### src/verilog/host_port_cfg.svh
// Constants for the host port mode selector
`ifndef HOST_PORT_CFG_SVH
`define HOST_PORT_CFG_SVH

// Widths and depths
`define HPM_DATA_W      8
`define HPM_FIFO_DEPTH  32
`define HPM_FIFO_WIDTH  8

// Strap positions on the data lines
`define HPM_WIDTH_LINE  4
`define HPM_FAMILY_LINE 5

// Serial lane positions
`define HPM_SI_LINE     0
`define HPM_SO_LINE     1

// Reset and idle values, byte size and lane counts
`define HPM_OE_ALL_OFF  8'hff
`define HPM_IDLE_BYTE   8'hff
`define HPM_ZERO_BYTE   8'h00
`define HPM_BYTE_BITS   4'h8
`define HPM_LANES_SPI   4'h1
`define HPM_LANES_DUAL  4'h2
`define HPM_LANES_QUAD  4'h4

`endif

### src/verilog/host_port_pkg.sv
// Types shared by the host port mode selector
`include "host_port_cfg.svh"

package host_port_pkg;

  // Port configuration, Gray coded along parallel-spi-dual-quad
  typedef enum logic [1:0] {
    mode_parallel = 2'b00,
    mode_spi      = 2'b01,
    mode_dual     = 2'b11,
    mode_quad     = 2'b10
  } mode_type;

  // One sample of the host pins
  typedef struct packed {
    logic       port_sel;
    logic       chip_sel_n;
    logic       read_n;
    logic       write_n;
    logic       dev_enable_n;
    logic [7:0] data;
  } pin_bus_type;

  // Whole state of the selector
  typedef struct packed {
    pin_bus_type meta;
    pin_bus_type pins;
    pin_bus_type prev;
    mode_type    mode;
    logic        sampled;
    logic [3:0]  bit_cnt;
    logic [7:0]  rx_shift;
    logic [7:0]  tx_shift;
    logic [7:0]  data_out;
    logic [7:0]  data_oe_n;
    logic        push_valid;
    logic [7:0]  push_data;
    logic        overrun;
    logic        tx_taken;
    logic        irq;
  } port_state_type;

endpackage : host_port_pkg

### src/verilog/host_port_mode_select.sv
// Host port mode selector with receive FIFO
// How it works
// Port-select pin low gives 8-bit parallel port, high gives serial port.
// In serial, data line 5 low picks plain SPI, high picks dual/quad.
// In serial, data line 4 low picks two lanes, high four lanes.
// Serial clock comes in on the parallel write strobe pin.
// Serial slave select comes in on the parallel device-enable pin.
// Single SPI takes host data only from data line 0.
// Single SPI drives data to the host on data line 1.
// Dual and quad modes use lines 0 and 1 as two-way lanes.
// Lines 2 and 3 are two-way lanes only in quad modes.
// Parallel mode uses all eight data lines as a two-way byte bus.
// Host qualifies parallel accesses with active-low chip select.
// Host reads with active-low read strobe, writes with active-low write strobe.
// Serial port works in clock mode 0 and mode 3 only.
// A dedicated interrupt output to the host exists in every mode.
// Unused lines 2 and 3 are tied off by the board and ignored.
// Straps are static; routing changes only when the straps change.
`timescale 1ns/1ps
`default_nettype none
`include "host_port_cfg.svh"

// ----------------------------------------------------------------
// Receive FIFO
// ----------------------------------------------------------------
module host_port_fifo #(
  parameter int unsigned WIDTH = `HPM_FIFO_WIDTH,
  parameter int unsigned DEPTH = `HPM_FIFO_DEPTH
) (
  // Clock and control
  input  wire logic             clk_sys,
  input  wire logic             rst,
  input  wire logic             ce,
  // Fill side
  input  wire logic [WIDTH-1:0] in_data,
  input  wire logic             in_valid,
  output logic                  in_ready,
  // Drain side
  output logic [WIDTH-1:0]      out_data,
  output logic                  out_valid,
  input  wire logic             out_ready
);

  localparam int unsigned AW = (DEPTH > 1) ? $clog2(DEPTH) : 1;

  typedef struct packed {
    logic [DEPTH-1:0][WIDTH-1:0] mem;
    logic [AW-1:0]               wr;
    logic [AW-1:0]               rd;
    logic [AW:0]                 count;
    logic                        full;
    logic                        empty;
  } fifo_state_type;

  fifo_state_type s;
  fifo_state_type next_s;
  logic           push;
  logic           pop;

  always_comb begin
    next_s = s;
    push   = in_valid && !s.full;
    pop    = out_ready && !s.empty;
    if (push) begin
      next_s.mem[s.wr] = in_data;
      next_s.wr        = (s.wr == AW'(DEPTH - 1)) ? '0 : s.wr + 1'b1;
    end
    if (pop) begin
      next_s.rd = (s.rd == AW'(DEPTH - 1)) ? '0 : s.rd + 1'b1;
    end
    unique case ({push, pop})
      2'b10: next_s.count = s.count + 1'b1;
      2'b01: next_s.count = s.count - 1'b1;
      2'b00,
      2'b11: next_s.count = s.count;
    endcase
    next_s.full  = (next_s.count == (AW + 1)'(DEPTH));
    next_s.empty = (next_s.count == '0);
  end

  always_ff @(posedge clk_sys) begin
    if (rst) begin
      s       <= '0;
      s.empty <= 1'b1;
    end else if (ce) begin
      s <= next_s;
    end
  end

  assign in_ready  = !s.full;
  assign out_valid = !s.empty;
  assign out_data  = s.mem[s.rd];

endmodule : host_port_fifo

// ----------------------------------------------------------------
// Host port mode selector
// ----------------------------------------------------------------
module host_port_mode_select
  import host_port_pkg::*;
#(
  parameter int unsigned FIFO_DEPTH = `HPM_FIFO_DEPTH
) (
  // Clock, reset, enable
  input  wire logic       clk_sys,
  input  wire logic       rst,
  input  wire logic       ce,
  // Host control pins
  input  wire logic       host_port_select,
  input  wire logic       par_chip_sel_n,
  input  wire logic       par_read_n,
  input  wire logic       par_write_n,
  input  wire logic       par_dev_enable_n,
  // Host data lines
  input  wire logic [7:0] host_data_in,
  output logic      [7:0] host_data_out,
  output logic      [7:0] host_data_oe_n,
  // Host interrupt
  output logic            host_irq_out,
  // Core interrupt request
  input  wire logic       irq_req,
  // Core transmit side
  input  wire logic [7:0] tx_data,
  input  wire logic       tx_valid,
  output logic            tx_taken,
  input  wire logic       io_drive,
  // Core receive side
  output logic      [7:0] rx_data,
  output logic            rx_valid,
  input  wire logic       rx_ready,
  // Status
  input  wire logic       overrun_clear,
  output logic            rx_overrun,
  output mode_type        port_mode
);

  // ----------------------------------------------------------------
  // Decoding helpers
  // ----------------------------------------------------------------
  function automatic mode_type decode_mode(input pin_bus_type p);
    mode_type m;
    m = mode_parallel;
    // port select strap
    if (p.port_sel) begin
      // family strap
      if (!p.data[`HPM_FAMILY_LINE]) begin
        m = mode_spi;
      // width strap
      end else if (!p.data[`HPM_WIDTH_LINE]) begin
        m = mode_dual;
      end else begin
        m = mode_quad;
      end
    end
    return m;
  endfunction : decode_mode

  function automatic logic [3:0] lane_bits(input mode_type m);
    logic [3:0] b;
    b = `HPM_LANES_SPI;
    unique case (m)
      mode_parallel: b = `HPM_LANES_SPI;
      mode_spi:      b = `HPM_LANES_SPI;
      mode_dual:     b = `HPM_LANES_DUAL;
      mode_quad:     b = `HPM_LANES_QUAD;
    endcase
    return b;
  endfunction : lane_bits

  function automatic logic [7:0] lane_mask(input logic [3:0] nb);
    return (8'h01 << nb) - 8'h01;
  endfunction : lane_mask

  // ----------------------------------------------------------------
  // State
  // ----------------------------------------------------------------
  port_state_type s;
  port_state_type next_s;
  pin_bus_type    raw;
  logic           fifo_in_ready;
  logic [3:0]     nb;
  logic [3:0]     sum;
  logic [7:0]     rx_next;
  logic [7:0]     byte_val;
  logic           new_byte;
  logic           active;
  logic           rise;
  logic           fall;
  logic           rd_fall;

  // serial clock shares the write strobe pin
  // slave select shares the device-enable pin
  assign raw = '{
    port_sel:     host_port_select,
    chip_sel_n:   par_chip_sel_n,
    read_n:       par_read_n,
    write_n:      par_write_n,
    dev_enable_n: par_dev_enable_n,
    data:         host_data_in
  };

  // ----------------------------------------------------------------
  // Next state
  // ----------------------------------------------------------------
  always_comb begin
    next_s   = s;
    nb       = lane_bits(s.mode);
    sum      = 4'h0;
    rx_next  = s.rx_shift;
    byte_val = `HPM_ZERO_BYTE;
    new_byte = 1'b0;
    active   = 1'b0;
    rise     = s.pins.write_n && !s.prev.write_n;
    fall     = !s.pins.write_n && s.prev.write_n;
    rd_fall  = !s.pins.read_n && s.prev.read_n;

    // Pins are only read after the second stage
    next_s.meta     = raw;
    next_s.pins     = s.meta;
    next_s.prev     = s.pins;
    next_s.tx_taken = 1'b0;
    // interrupt passes in every mode
    next_s.irq      = irq_req;

    // straps take effect only while deselected
    if (s.pins.dev_enable_n) begin
      next_s.mode = decode_mode(s.pins);
    end

    if (s.push_valid && fifo_in_ready) begin
      next_s.push_valid = 1'b0;
    end

    next_s.data_oe_n = `HPM_OE_ALL_OFF;

    if (s.mode == mode_parallel) begin
      // chip select and device enable qualify access
      active = !s.pins.chip_sel_n && !s.pins.dev_enable_n;
      // read strobe fetches a byte from the core
      if (active && rd_fall) begin
        next_s.tx_shift = tx_valid ? tx_data : `HPM_IDLE_BYTE;
        next_s.tx_taken = tx_valid;
      end
      // byte is taken as the write strobe ends
      if (active && rise) begin
        new_byte = 1'b1;
        byte_val = s.prev.data;
      end
      // full byte bus driven during reads
      next_s.data_out = next_s.tx_shift;
      if (active && !s.pins.read_n) begin
        next_s.data_oe_n = `HPM_ZERO_BYTE;
      end
    end else begin
      active = !s.pins.dev_enable_n;
      if (s.prev.dev_enable_n && active) begin
        // First byte is ready before the first clock edge
        next_s.bit_cnt  = 4'h0;
        next_s.sampled  = 1'b0;
        next_s.tx_shift = tx_valid ? tx_data : `HPM_IDLE_BYTE;
        next_s.tx_taken = tx_valid;
      end else if (active && rise) begin
        // sample on the rising edge in both modes
        // single lane reads only line 0
        // lines 2 and 3 fall outside the mask unless quad
        rx_next = (s.rx_shift << nb) | (s.pins.data & lane_mask(nb));
        next_s.rx_shift = rx_next;
        next_s.sampled  = 1'b1;
        sum = s.bit_cnt + nb;
        if (sum == `HPM_BYTE_BITS) begin
          next_s.bit_cnt = 4'h0;
          new_byte       = 1'b1;
          byte_val       = rx_next;
        end else begin
          next_s.bit_cnt = sum;
        end
      end else if (active && fall && s.sampled) begin
        // shift on falling edge; mode 3 idle edge is skipped
        if (s.bit_cnt == 4'h0) begin
          next_s.tx_shift = tx_valid ? tx_data : `HPM_IDLE_BYTE;
          next_s.tx_taken = tx_valid;
        end else begin
          next_s.tx_shift = s.tx_shift << nb;
        end
      end

      next_s.data_out = `HPM_ZERO_BYTE;
      if (s.mode == mode_spi) begin
        // single lane drives line 1
        next_s.data_out[`HPM_SO_LINE] = next_s.tx_shift[7];
        if (active) begin
          next_s.data_oe_n[`HPM_SO_LINE] = 1'b0;
        end
      end else begin
        // the lanes in use carry the top bits, highest bit on the highest lane
        // lanes 2 and 3 join in quad only
        next_s.data_out = (next_s.tx_shift >> (`HPM_BYTE_BITS - nb)) & lane_mask(nb);
        if (active && io_drive) begin
          next_s.data_oe_n = `HPM_OE_ALL_OFF & ~lane_mask(nb);
        end
      end
    end

    // Clear first so that a new overrun in the same cycle wins
    if (overrun_clear) begin
      next_s.overrun = 1'b0;
    end
    // A full FIFO holds the pending byte; a further one overruns
    if (new_byte) begin
      if (next_s.push_valid) begin
        next_s.overrun = 1'b1;
      end else begin
        next_s.push_valid = 1'b1;
        next_s.push_data  = byte_val;
      end
    end
  end

  // ----------------------------------------------------------------
  // Registers
  // ----------------------------------------------------------------
  always_ff @(posedge clk_sys) begin
    if (rst) begin
      s           <= '0;
      s.meta      <= '1;
      s.pins      <= '1;
      s.prev      <= '1;
      // Strap stages start at parallel, else a false serial mode shows after reset
      s.meta.port_sel <= 1'b0;
      s.pins.port_sel <= 1'b0;
      s.mode      <= mode_parallel;
      s.tx_shift  <= `HPM_IDLE_BYTE;
      s.data_oe_n <= `HPM_OE_ALL_OFF;
    end else if (ce) begin
      s <= next_s;
    end
  end

  // ----------------------------------------------------------------
  // Receive FIFO
  // ----------------------------------------------------------------
  host_port_fifo #(
    .WIDTH (`HPM_FIFO_WIDTH),
    .DEPTH (FIFO_DEPTH)
  ) u_rx_fifo (
    .clk_sys   (clk_sys),
    .rst       (rst),
    .ce        (ce),
    .in_data   (s.push_data),
    .in_valid  (s.push_valid),
    .in_ready  (fifo_in_ready),
    .out_data  (rx_data),
    .out_valid (rx_valid),
    .out_ready (rx_ready)
  );

  // ----------------------------------------------------------------
  // Outputs
  // ----------------------------------------------------------------
  assign host_data_out  = s.data_out;
  assign host_data_oe_n = s.data_oe_n;
  assign host_irq_out   = s.irq;
  assign tx_taken       = s.tx_taken;
  assign rx_overrun     = s.overrun;
  assign port_mode      = s.mode;

endmodule : host_port_mode_select

`default_nettype wire

### config.mk
export PLATFORM = sky130hd
export DESIGN_NAME = host_port_mode_select
export DESIGN_NICKNAME = d
export VERILOG_FILES = /design/src/verilog/host_port_pkg.sv /design/src/verilog/host_port_mode_select.sv
export VERILOG_INCLUDE_DIRS = /design/src /design/src/verilog
export SDC_FILE = /design/constraint.sdc
export NUM_CORES = 1
export LEC_CHECK = 0
export BUFFER_PORTS_ARGS = -buffer_cell sky130_fd_sc_hd__buf_2
export CAP_MARGIN = 20
export CORE_UTILIZATION = 45
export DETAILED_ROUTE_END_ITERATION = 10
export PLACE_DENSITY = 0.67
export SLEW_MARGIN = 25
export SYNTH_ARGS = -nofsm -noshare
export SYNTH_HDL_FRONTEND = slang
export SYNTH_SLANG_ARGS = --single-unit
### constraint.sdc
create_clock -name clk_sys -period 2.7 [get_ports clk_sys]
set_input_delay 0.135 -clock clk_sys [delete_from_list [all_inputs] [get_ports clk_sys]]
set_output_delay 0.135 -clock clk_sys [all_outputs]
set_load 0.02 [all_outputs]
* After elaboration in Yosys (flattened, before gate mapping)
Cells that the tools add are included.
** Cells by class
- Bitwise logic cells :: 7
- Multipliers :: 0
- Reductions and logical operators :: 35
- Eq/ne operators :: 10
- Order comparisons :: 3
- Multiplexer cells :: 52
- Div/mod/pow operators :: 0
- Shifts and indexed selects :: 4
- Add/subtract/negate cells :: 7
** Operators with widths (count)
- 256-bit bitwise mux :: 1
- 8-bit two-way mux :: 17
- 8-bit binary-select mux with 5-bit select :: 1
- 8-bit demux with 5-bit select :: 1
- 24-bit two-way mux :: 1
- 1-bit two-way mux :: 19
- 6-bit one-hot mux with 3 select lines :: 1
- 8-bit bitwise AND :: 2
- 8-bit by 4-bit << shifter with 8-bit output :: 2
- 1-bit logical AND :: 15
- 5-bit two-way mux :: 3
- 13-bit two-way mux :: 1
- 5-bit by 6-bit < comparator with 1-bit output, second input constant :: 2
- 4-bit one-hot mux with 3 select lines :: 1
- 5-bit by 1-bit adder with 5-bit output, second input constant :: 2
- 5-bit equality test, second input constant :: 2
- 10-bit two-way mux :: 1
- 2-bit equality test, second input constant :: 4
- 8-bit NOT :: 1
- 8-bit OR :: 1
- 1-bit by 4-bit << shifter with 8-bit output, first input constant :: 1
- 8-bit by 4-bit >> shifter with 8-bit output :: 1
- 8-bit by 1-bit subtractor with 8-bit output, second input constant :: 1
- 1-bit logical NOT :: 7
- 21 further kinds :: 30
** Word-level totals
- Memory bits (read-only) :: 0
- Latch bits :: 0
- Input port bits :: 29
- Logic and storage cells :: 183
- Memories kept :: 0
- RAM bits :: 0
- Output and inout bits :: 30
- Bits in registers :: 362

* Longest topological paths before layout
Gate-level depths: netlist of the first run.
- Depth in word-level cells :: 13
- Gate-level depth with buffers :: 12
- Mapped depth without buffers :: 9

* Hierarchy
Synthesis of the first run repeated with hierarchy kept, for this count alone.
** Second synthesis, totals
- Cell total of the unflattened synthesis :: 1650
- Area, all modules :: 16558.4 um^2
** Modules (own cells, without submodules)
- host_port_fifo :: seq. area each 5485.3 um^2, cells an instance 1158, times used 1, area an instance 12323.1 um^2
- host_port_mode_select :: seq. area each 1661.6 um^2, cells an instance 492, times used 1, area an instance 4235.3 um^2

* Least setup slack after synthesis of the first run
Ideal clock, no wire load.
- Path type :: reg2reg
- Start :: register s, in the netlist port_mode[0]
- End :: register s[10] (netlist name)
- Setup slack :: -0.177 ns
- Path buffers :: 3
- Required time :: 2.577 ns
- Arrival :: 2.754 ns
- Stages on the path, launching flop included :: 11
- Clock period less this slack :: 2.877 ns
- Cells stage by stage :: dfxtp_1 > buf_2 > buf_2 > clkbuf_1 > nand2_1 > fa_1 > nor2b_1 > nand4_1 > nor3_1 > o211ai_2 > mux2_1
** On the way
- Cells in the longest elaborated chain, start to end :: 11
** RTL lines
- from (decl) :: RTL line host_port_mode_select.sv:177 : port_state_type s;
- from (signal assigned) :: RTL line host_port_mode_select.sv:335 : s <= next_s;
- 2-bit by 1-bit equality test with 1-bit output / 2-bit logical NOT (equally long branches) :: RTL line host_port_mode_select.sv:161, host_port_mode_select.sv:236
- 2-bit OR reduction (no source line)
- 4-bit one-hot mux with 3 select lines :: RTL line host_port_mode_select.sv:161 : unique case (m)
- 1-bit by 4-bit << shifter with 8-bit output :: RTL line host_port_mode_select.sv:171 : return (8'h01 << nb) - 8'h01;
- 8-bit by 1-bit subtractor with 8-bit output :: RTL line host_port_mode_select.sv:171
- 8-bit bitwise AND :: RTL line host_port_mode_select.sv:266 : rx_next = (s.rx_shift << nb) | (s.pins.data & lane_mask(nb));
- 8-bit OR :: RTL line host_port_mode_select.sv:266
- 8-bit two-way mux :: RTL line host_port_mode_select.sv:270 : if (sum == `HPM_BYTE_BITS) begin
- 8-bit two-way mux :: RTL line host_port_mode_select.sv:262 : end else if (active && rise) begin
- 8-bit two-way mux :: RTL line host_port_mode_select.sv:256 : if (s.prev.dev_enable_n && active) begin
- 8-bit two-way mux :: RTL line host_port_mode_select.sv:236 : if (s.mode == mode_parallel) begin
Parallel ways exist; a longest one is shown, timed or not. The select of a mux whose other input is x is not followed.
A chain may end at the register's enable or synchronous reset.

* Worst setup path in the final report of the first run
- Start :: register u_rx_fifo.s[8] (netlist name)
- End :: output rx_data[7]
** On the way
- Cells in the longest elaborated chain, start to end :: 2
** RTL lines
- from (decl) :: RTL line host_port_mode_select.sv:55 : fifo_state_type s;
- from (signal assigned) :: RTL line host_port_mode_select.sv:86 : s <= next_s;
- 8-bit binary-select mux with 5-bit select :: RTL line host_port_mode_select.sv:92 : assign out_data = s.mem[s.rd];
- 8-bit two-way mux (implied by the code) :: RTL line host_port_mode_select.sv:92
- to (decl) :: RTL line host_port_mode_select.sv:128 : output logic [7:0] rx_data,
Every way passes these cells. The select of a mux whose other input is x is not followed.

==> flow_metrics.py, run 1 <==
metrics = {
    "status": {
        "outcome": "finished, violations left",
        "violations": "DRC, setup timing",
    },
    "pwr": {
        "p_leak_nw": 6.53,
        "ir_drop_uv": 496,
        "p_per_area_nw_per_um2": 593,
    },
    "routing": {
        "wire_per_inst_um": 18.9,
        "drc": 1,
        "firstDrtPassIters": 10,
        "vias_per_cell": 5.86,
        "drt_iter0_drc": 1209,
        "vias": 13600,
        "ant_nets": 0,
        "wirelength_um": 43700,
    },
    "yosys": {
        "synth_fa_ha_area_share_pct": 1.38,
        "synth.area.mux_share_pct": 21.3,
        "synth_seq_cells": 357,
        "yosys-top-cells-area": "dfxtp_1, mux4_2, mux2i_1",
        "yosys.area.top_type_share_pct": 43.4,
        "synth.distinct_cells": 61,
        "synth-compound-area-share_pct": 10.7,
        "synthFlopType": "dfxtp_1",
        "yosys.area_share.xor_xnor_pct": 0.372,
        "ys_seq_area_share_pct": 43.4,
        "syn_area_um2": 16500,
        "synth_simple_gate_area_share_pct": 18.0,
        "yosysTopAreaCell": "dfxtp_1",
        "syn-num-nets": 1841,
        "yosys_warnings": 0,
        "avgSynthCellArea_um2": 9.18,
        "async_flop_share_pct": 0,
        "syn_inst": 1795,
        "synth_top_family_by_area": "multiplexers",
        "synth_edf_count": 0,
    },
    "worst_setup_path": {
        "cp_slowest_cell": "mux4_2",
        "crit_chain": "buf_12, clkbuf_16, mux4_2, mux4_2, mux2_2, buf_4",
        "crit_path_start_kind": "register",
        "worstPathMaxFanout": 8,
        "path_class": "register to primary output",
        "cp_slowest_stage_delay_ns": 0.51,
        "setup.worst_path.end_class": "primary output",
        "cp_data_arrival_time_ns": 2.74,
        "cp_common_cell": "mux4_2",
        "required_ns": 2.57,
    },
    "final_layout": {
        "final_cells": 2314,
        "drive_gt1_share_pct": 16.7,
        "final_cell_mix": "dfxtp_1, nand2_1, a21oi_1",
        "nNetsFinal": 1872,
        "antenna_cells": 0,
        "area_growth_pct": 16.4,
        "nFillCells": 3105,
        "final_common_cell": "dfxtp_1",
    },
    "timing": {
        "worstMarginPinSlew_ns": 1.08,
        "fin_skew_ns": 0.0145,
        "hold_viol": 0,
        "setup_viol_count_final": 8,
        "fin_ws_ns": -0.176,
        "fin_crit_sh_pct": 107,
        "slew_violations": 0,
        "max_slew_margin_pct": 28.1,
        "fmaxAchievable_mhz": 348,
        "fin_crit_ns": 2.88,
        "rsz0062_at_grt": "yes",
    },
    "grt": {
        "antenna_found_initial": 1,
        "grt.total_usage_pct": 23.0,
        "grt_pass1_wl_um": 70000,
        "grt_remaining_overflow": 0,
        "grt_start_max_net_pins": 124,
        "grt_pass1_vias": 12900,
    },
    "die": {
        "die_height_um": 193,
        "start_util_pct": 46.0,
        "die_x_um": 193,
        "die-area_um2": 37400,
        "core_area_um2": 35800,
        "pin_count": 59,
        "row_count": 69,
    },
    "clock_tree": {
        "cts_tree": "built",
        "cts_num_sinks": 357,
        "cts_buffer_depth": 3,
        "numCtsBuffers": 39,
        "clk_pin_slew_ns": 0.06,
        "clockRootBuffer": "clkbuf_16",
        "clk_latency_ns": 0.56,
        "htree_levels": 2,
    },
    "placed_design": {
        "pre_cts_ws_ns": 0.157,
        "gp_congestion": 0.830,
        "dp_hpwl_um": 27300,
        "port_buffers": 58,
        "dp.cells": 2211,
    },
    "run": {
        "drv_cap": 0,
    },
    "min_path": {
        "hold_class": "primary input to register",
    },
}
-- where the power goes --
group | switching [W] | internal, W | leakage, nW | total, W
clock | 0.00218 | 0.00337 | 0.659 | 0.00555
combinational | 0.000271 | 0.000197 | 2.98 | 0.000468
sequential | 0.0000366 | 0.00531 | 2.89 | 0.00535
total | 0.00248 | 0.00888 | 6.53 | 0.0114
-- path summary, 6_finish.rpt --
path	startpoint	endpoint	slack, ns	cells past startpoint
max	u_rx_fifo.s[8]	rx_data[7]	-0.18	6
min	tx_data[0]	s[28]	0.04	4
max reg2reg	s[44]	s[8]	0.20	9
min reg2reg	u_rx_fifo.s[159]	u_rx_fifo.s[159]	0.45	2
-- layout make-up --
type	count	area [um2]	share of cell area (%)
clock inverters	7	125	0.653
inverters	14	52.6	0.274
flip-flops and latches	357	7150	37.3
well taps	461	577	3.01
repair buffers	162	1470	7.66
multi-input cells	1252	8580	44.8
clock buffers	61	1210	6.32
-- stage by stage --
stage                     instance area, um2  TNS, ns  total power [W]  utilization, %  hold WS [ns]
after floorplan                        16500        0          0.00576               -         0.263
after CTS                              19000    -1.32           0.0114            52.9       0.00551
after global routing                   19200    -1.53           0.0117            53.5        0.0432
after detailed placement               17300        0          0.00586            48.2         0.354
final                                  19200    -1.20           0.0114            53.5        0.0410
after global placement                 17300        0          0.00585            48.2         0.350
-- logic make-up after synthesis --
| family | count (synthesis) |
|---|---|
| buf+inv | 186 |
| simple gates | 660 |
| fa+ha+maj | 17 |
| xor+xnor | 7 |
| flops | 357 |
| compound gates | 321 |
| mux | 247 |
-- layer usage --
| layer | part of all wire, % | global-route usage (%) | wire length, um |
|---|---|---|---|
| met5 | 0 | 0 | 0 |
| met3 | 6.4 | 3.12 | 2800 |
| met4 | 2.8 | 9.16 | 1200 |
| met2 | 46 | 36.6 | 20100 |
| met1 | 45 | 31.7 | 19600 |
-- timing repair --
| action | 4_1_cts | 5_1_grt |
|---|---|---|
| hold buffers | 23 | 0 |
| gates resized for setup | 5 | 22 |
| setup buffers | 5 | 0 |
| endpoints found under the setup margin | 8 | 16 |
| endpoints found under the hold margin | 47 | 0 |
| gates cloned | 2 | 5 |
-- flip-flops by register name (all words and copies together) (netlist names) --
name	cells
u_rx_fifo.s	274
s	40
next_s	26
host_data_out	8
host_data_oe_n	4
port_mode	2
host_irq_out	1
rx_overrun	1
tx_taken	1
-- critical path: cells and delay by family (launching register included) --
kind                   cells  cell delay (ns)
buffers and inverters      3             0.51
multiplexers               3             1.30
flip-flops                 1             0.37
-- synthesized netlist by cell type, types with 5 or more instances --
library cell and n:
a211oi_1 10, a21oi_1 207, a31oi_1 9, and2_1 5, buf_1 21, buf_2 9, buf_4 18, clkbuf_1 118
dfxtp_1 357, ha_1 15, inv_1 10, mux2_1 15, mux2_2 8, mux2i_1 144, mux4_2 80, nand2_1 264
nand2b_1 8, nand3_1 141, nand3b_1 6, nand4_1 6, nor2_1 159, nor2_2 8, nor2b_1 20, nor3_1 7
nor3b_1 6, o211ai_1 10, o21ai_0 14, o21ai_1 44, or4_1 10
(Power assumes the default switching activity.)
==> run 2, diff against run 1 <==
Settings changed: SYNTH_HIERARCHICAL from default to 1.
==> flow_metrics.py, run 2 <==
metrics = {
    "clock_tree": {
        "cts_num_sinks": 357,
        "htree_levels": 2,
        "clk_pin_slew_ns": 0.06,
        "clk_latency_ns": 0.54,
        "clockRootBuffer": "clkbuf_16",
        "numCtsBuffers": 39,
        "cts_tree": "built",
        "cts_buffer_depth": 3,
    },
    "final_layout": {
        "nNetsFinal": 1742,
        "antenna_cells": 0,
        "drive_gt1_share_pct": 19.4,
        "regMostFlops": "u_rx_fifo/s",
        "largest_reg_flops": 274,
        "final_cell_mix": "dfxtp_1, nor2_1, mux2i_1",
        "area_growth_pct": 15.6,
        "final_common_cell": "dfxtp_1",
        "final_cells": 2188,
    },
    "placed_design": {
        "dp_hpwl_um": 24200,
        "pre_cts_ws_ns": 0.0567,
        "port_buffers": 58,
        "gp_congestion": 0.831,
        "dp.cells": 2086,
    },
    "yosys": {
        "synthMostInstantiatedCell": "dfxtp_1",
        "synth.distinct_cells": 78,
        "yosys-top-cells-area": "dfxtp_1, mux2i_1, mux4_2",
        "avgSynthCellArea_um2": 10.0,
        "synth_edf_count": 0,
        "yosys.area.top_type_share_pct": 43.2,
        "yosysTopAreaCell": "dfxtp_1",
        "async_flop_share_pct": 0,
        "synthTopCellsByCount": "dfxtp_1, nor2_1, mux2i_1, nand2_1, clkbuf_1",
        "syn_area_um2": 16600,
        "synthFlopType": "dfxtp_1",
        "ys_seq_area_share_pct": 43.2,
        "syn_inst": 1650,
        "syn-num-nets": 1693,
        "synth_seq_cells": 357,
        "yosys_warnings": 6,
    },
    "pwr": {
        "p_leak_nw": 7.49,
        "p_per_area_nw_per_um2": 580,
        "ir_drop_uv": 466,
    },
    "timing": {
        "setup_viol_count_final": 8,
        "max_slew_margin_pct": 32.0,
        "rsz0062_at_grt": "yes",
        "fin_skew_ns": 0.0243,
        "slew_violations": 0,
        "fin_ws_ns": -0.187,
        "worstMarginPinSlew_ns": 1.02,
        "hold_viol": 0,
        "fmaxAchievable_mhz": 346,
        "fin_crit_sh_pct": 107,
        "holdWs_ns": 0.0213,
        "fin_crit_ns": 2.89,
    },
    "routing": {
        "vias": 12000,
        "vias_per_cell": 5.50,
        "drt_iter0_drc": 888,
        "firstDrtPassIters": 5,
        "wirelength_um": 38600,
        "ant_nets": 0,
        "wire_per_inst_um": 17.6,
        "drc": 0,
    },
    "die": {
        "die-area_um2": 37600,
        "die_x_um": 194,
        "core_area_um2": 35900,
        "start_util_pct": 46.1,
        "pin_count": 59,
        "die_height_um": 194,
        "row_count": 69,
    },
    "grt": {
        "grt_pass1_vias": 11900,
        "antenna_found_initial": 0,
        "grt_remaining_overflow": 0,
        "grt.total_usage_pct": 20.2,
        "grt_pass1_wl_um": 62700,
        "grt_start_max_net_pins": 143,
    },
    "status": {
        "outcome": "finished, violations left",
        "violations": "setup timing",
    },
    "worst_setup_path": {
        "worstPathMaxFanout": 7,
        "ff2ff_setup_slack_ns": 0.18,
        "crit_chain": "buf_12, clkbuf_16, mux4_2, mux4_2, mux2_2, buf_2",
        "cp_slowest_stage_delay_ns": 0.51,
        "r2r_end": "s[4]",
        "cp_common_cell": "mux4_2",
        "cp_data_arrival_time_ns": 2.75,
        "crit_path_start_kind": "register",
        "worst-r2r-cell-count": 7,
        "reg2reg_from": "port_mode[1]",
        "cpLargestDelayFamily": "multiplexers",
        "setup.worst_path.end_class": "primary output",
        "cp_num_buf_inv": 3,
        "required_ns": 2.57,
        "cp_slowest_cell": "mux4_2",
        "path_class": "register to primary output",
    },
    "run": {
        "drv_cap": 0,
    },
    "min_path": {
        "min_path_cells": 4,
        "hold_class": "primary input to register",
        "min_to": "host_data_oe_n[0]",
        "hp-start": "io_drive",
    },
}
==> run 2: cell count changes in the layout (fill, tap and decap cells not counted), moves of 40 or more <==
cell / before / now
a21oi_1: 207 / 64
mux2i_1: 144 / 284
nand2_1: 264 / 114
nand3_1: 141 / 45
nor2_1: 158 / 301
o21ai_1: 44 / 4
==> run 2: worst min-delay path, delay by kind of cell <==
kind	cells	cell delay, ns
AO/OA/AOI/OAI	2	0.22
buffers and inverters	2	0.16
==> run 2: kinds of logic after synthesis <==
group	after synthesis	share of synthesized area, %
adder cells (fa/ha/maj)	14	1.10
AND/OR/NAND/NOR	565	15.3
multiplexers	380	29.2
XOR/XNOR	11	0.582
flip-flops	357	43.2
AO/OA/AOI/OAI	158	6.33
buffers and inverters	165	4.41
==> run 2: through the flow <==
step                instance area (um2)  util [%]  total power [W]  setup TNS, ns
floorplan                         16600         -          0.00576              0
global placement                  17400      48.4          0.00585              0
detailed placement                17400      48.4          0.00585              0
CTS                               18900      52.5           0.0112          -1.57
global route                      19100      53.3           0.0115          -1.66
finish                            19100      53.3           0.0111          -1.32
==> run 2: per-layer routing <==
layer / vias to the layer above / wire length (um) / global-route usage [%]
met5: - / 0 / 0
met4: 0 / 748 / 5.58
met3: 54 / 1620 / 3.44
met2: 235 / 17900 / 32.8
met1: 5873 / 18300 / 27.8
li1: 5882 / - / -
==> run 2: timing repair <==
action | 4_1_cts | 5_1_grt
hold buffers | 19 | 0
endpoints found under the hold margin | 20 | 0
gates cloned | 0 | 7
setup endpoints to repair | 8 | 17
resized for setup | 7 | 12
pin swaps | 0 | 0
buffers inserted | 0 | 7
==> run 2: area by class of cell <==
class | instances | area, um2
sequential | 357 | 7150
inverter | 22 | 90.1
tap | 461 | 577
clock buffer | 56 | 1140
clock inverter | 13 | 140
fill | 3212 | 16800
timing repair buffer | 151 | 1300
multi-input combinational | 1128 | 8750
==> run 2: worst max-delay path by stage <==
stage                        start  cells past startpoint         end
floorplan             port_mode[1]                     13        s[3]
global placement      port_mode[1]                      7        s[3]
detailed placement    port_mode[1]                      7        s[4]
CTS                 u_rx_fifo/s[8]                      5  rx_data[2]
global route        u_rx_fifo/s[8]                      6  rx_data[2]
finish              u_rx_fifo/s[8]                      6  rx_data[7]
==> run 2: report_power, final <==
part	leakage, nW	switching [W]	internal [W]
Combinational	3.97	0.000257	0.000189
Sequential	2.89	0.0000366	0.00531
Clock	0.632	0.00217	0.00314
Total	7.49	0.00246	0.00864
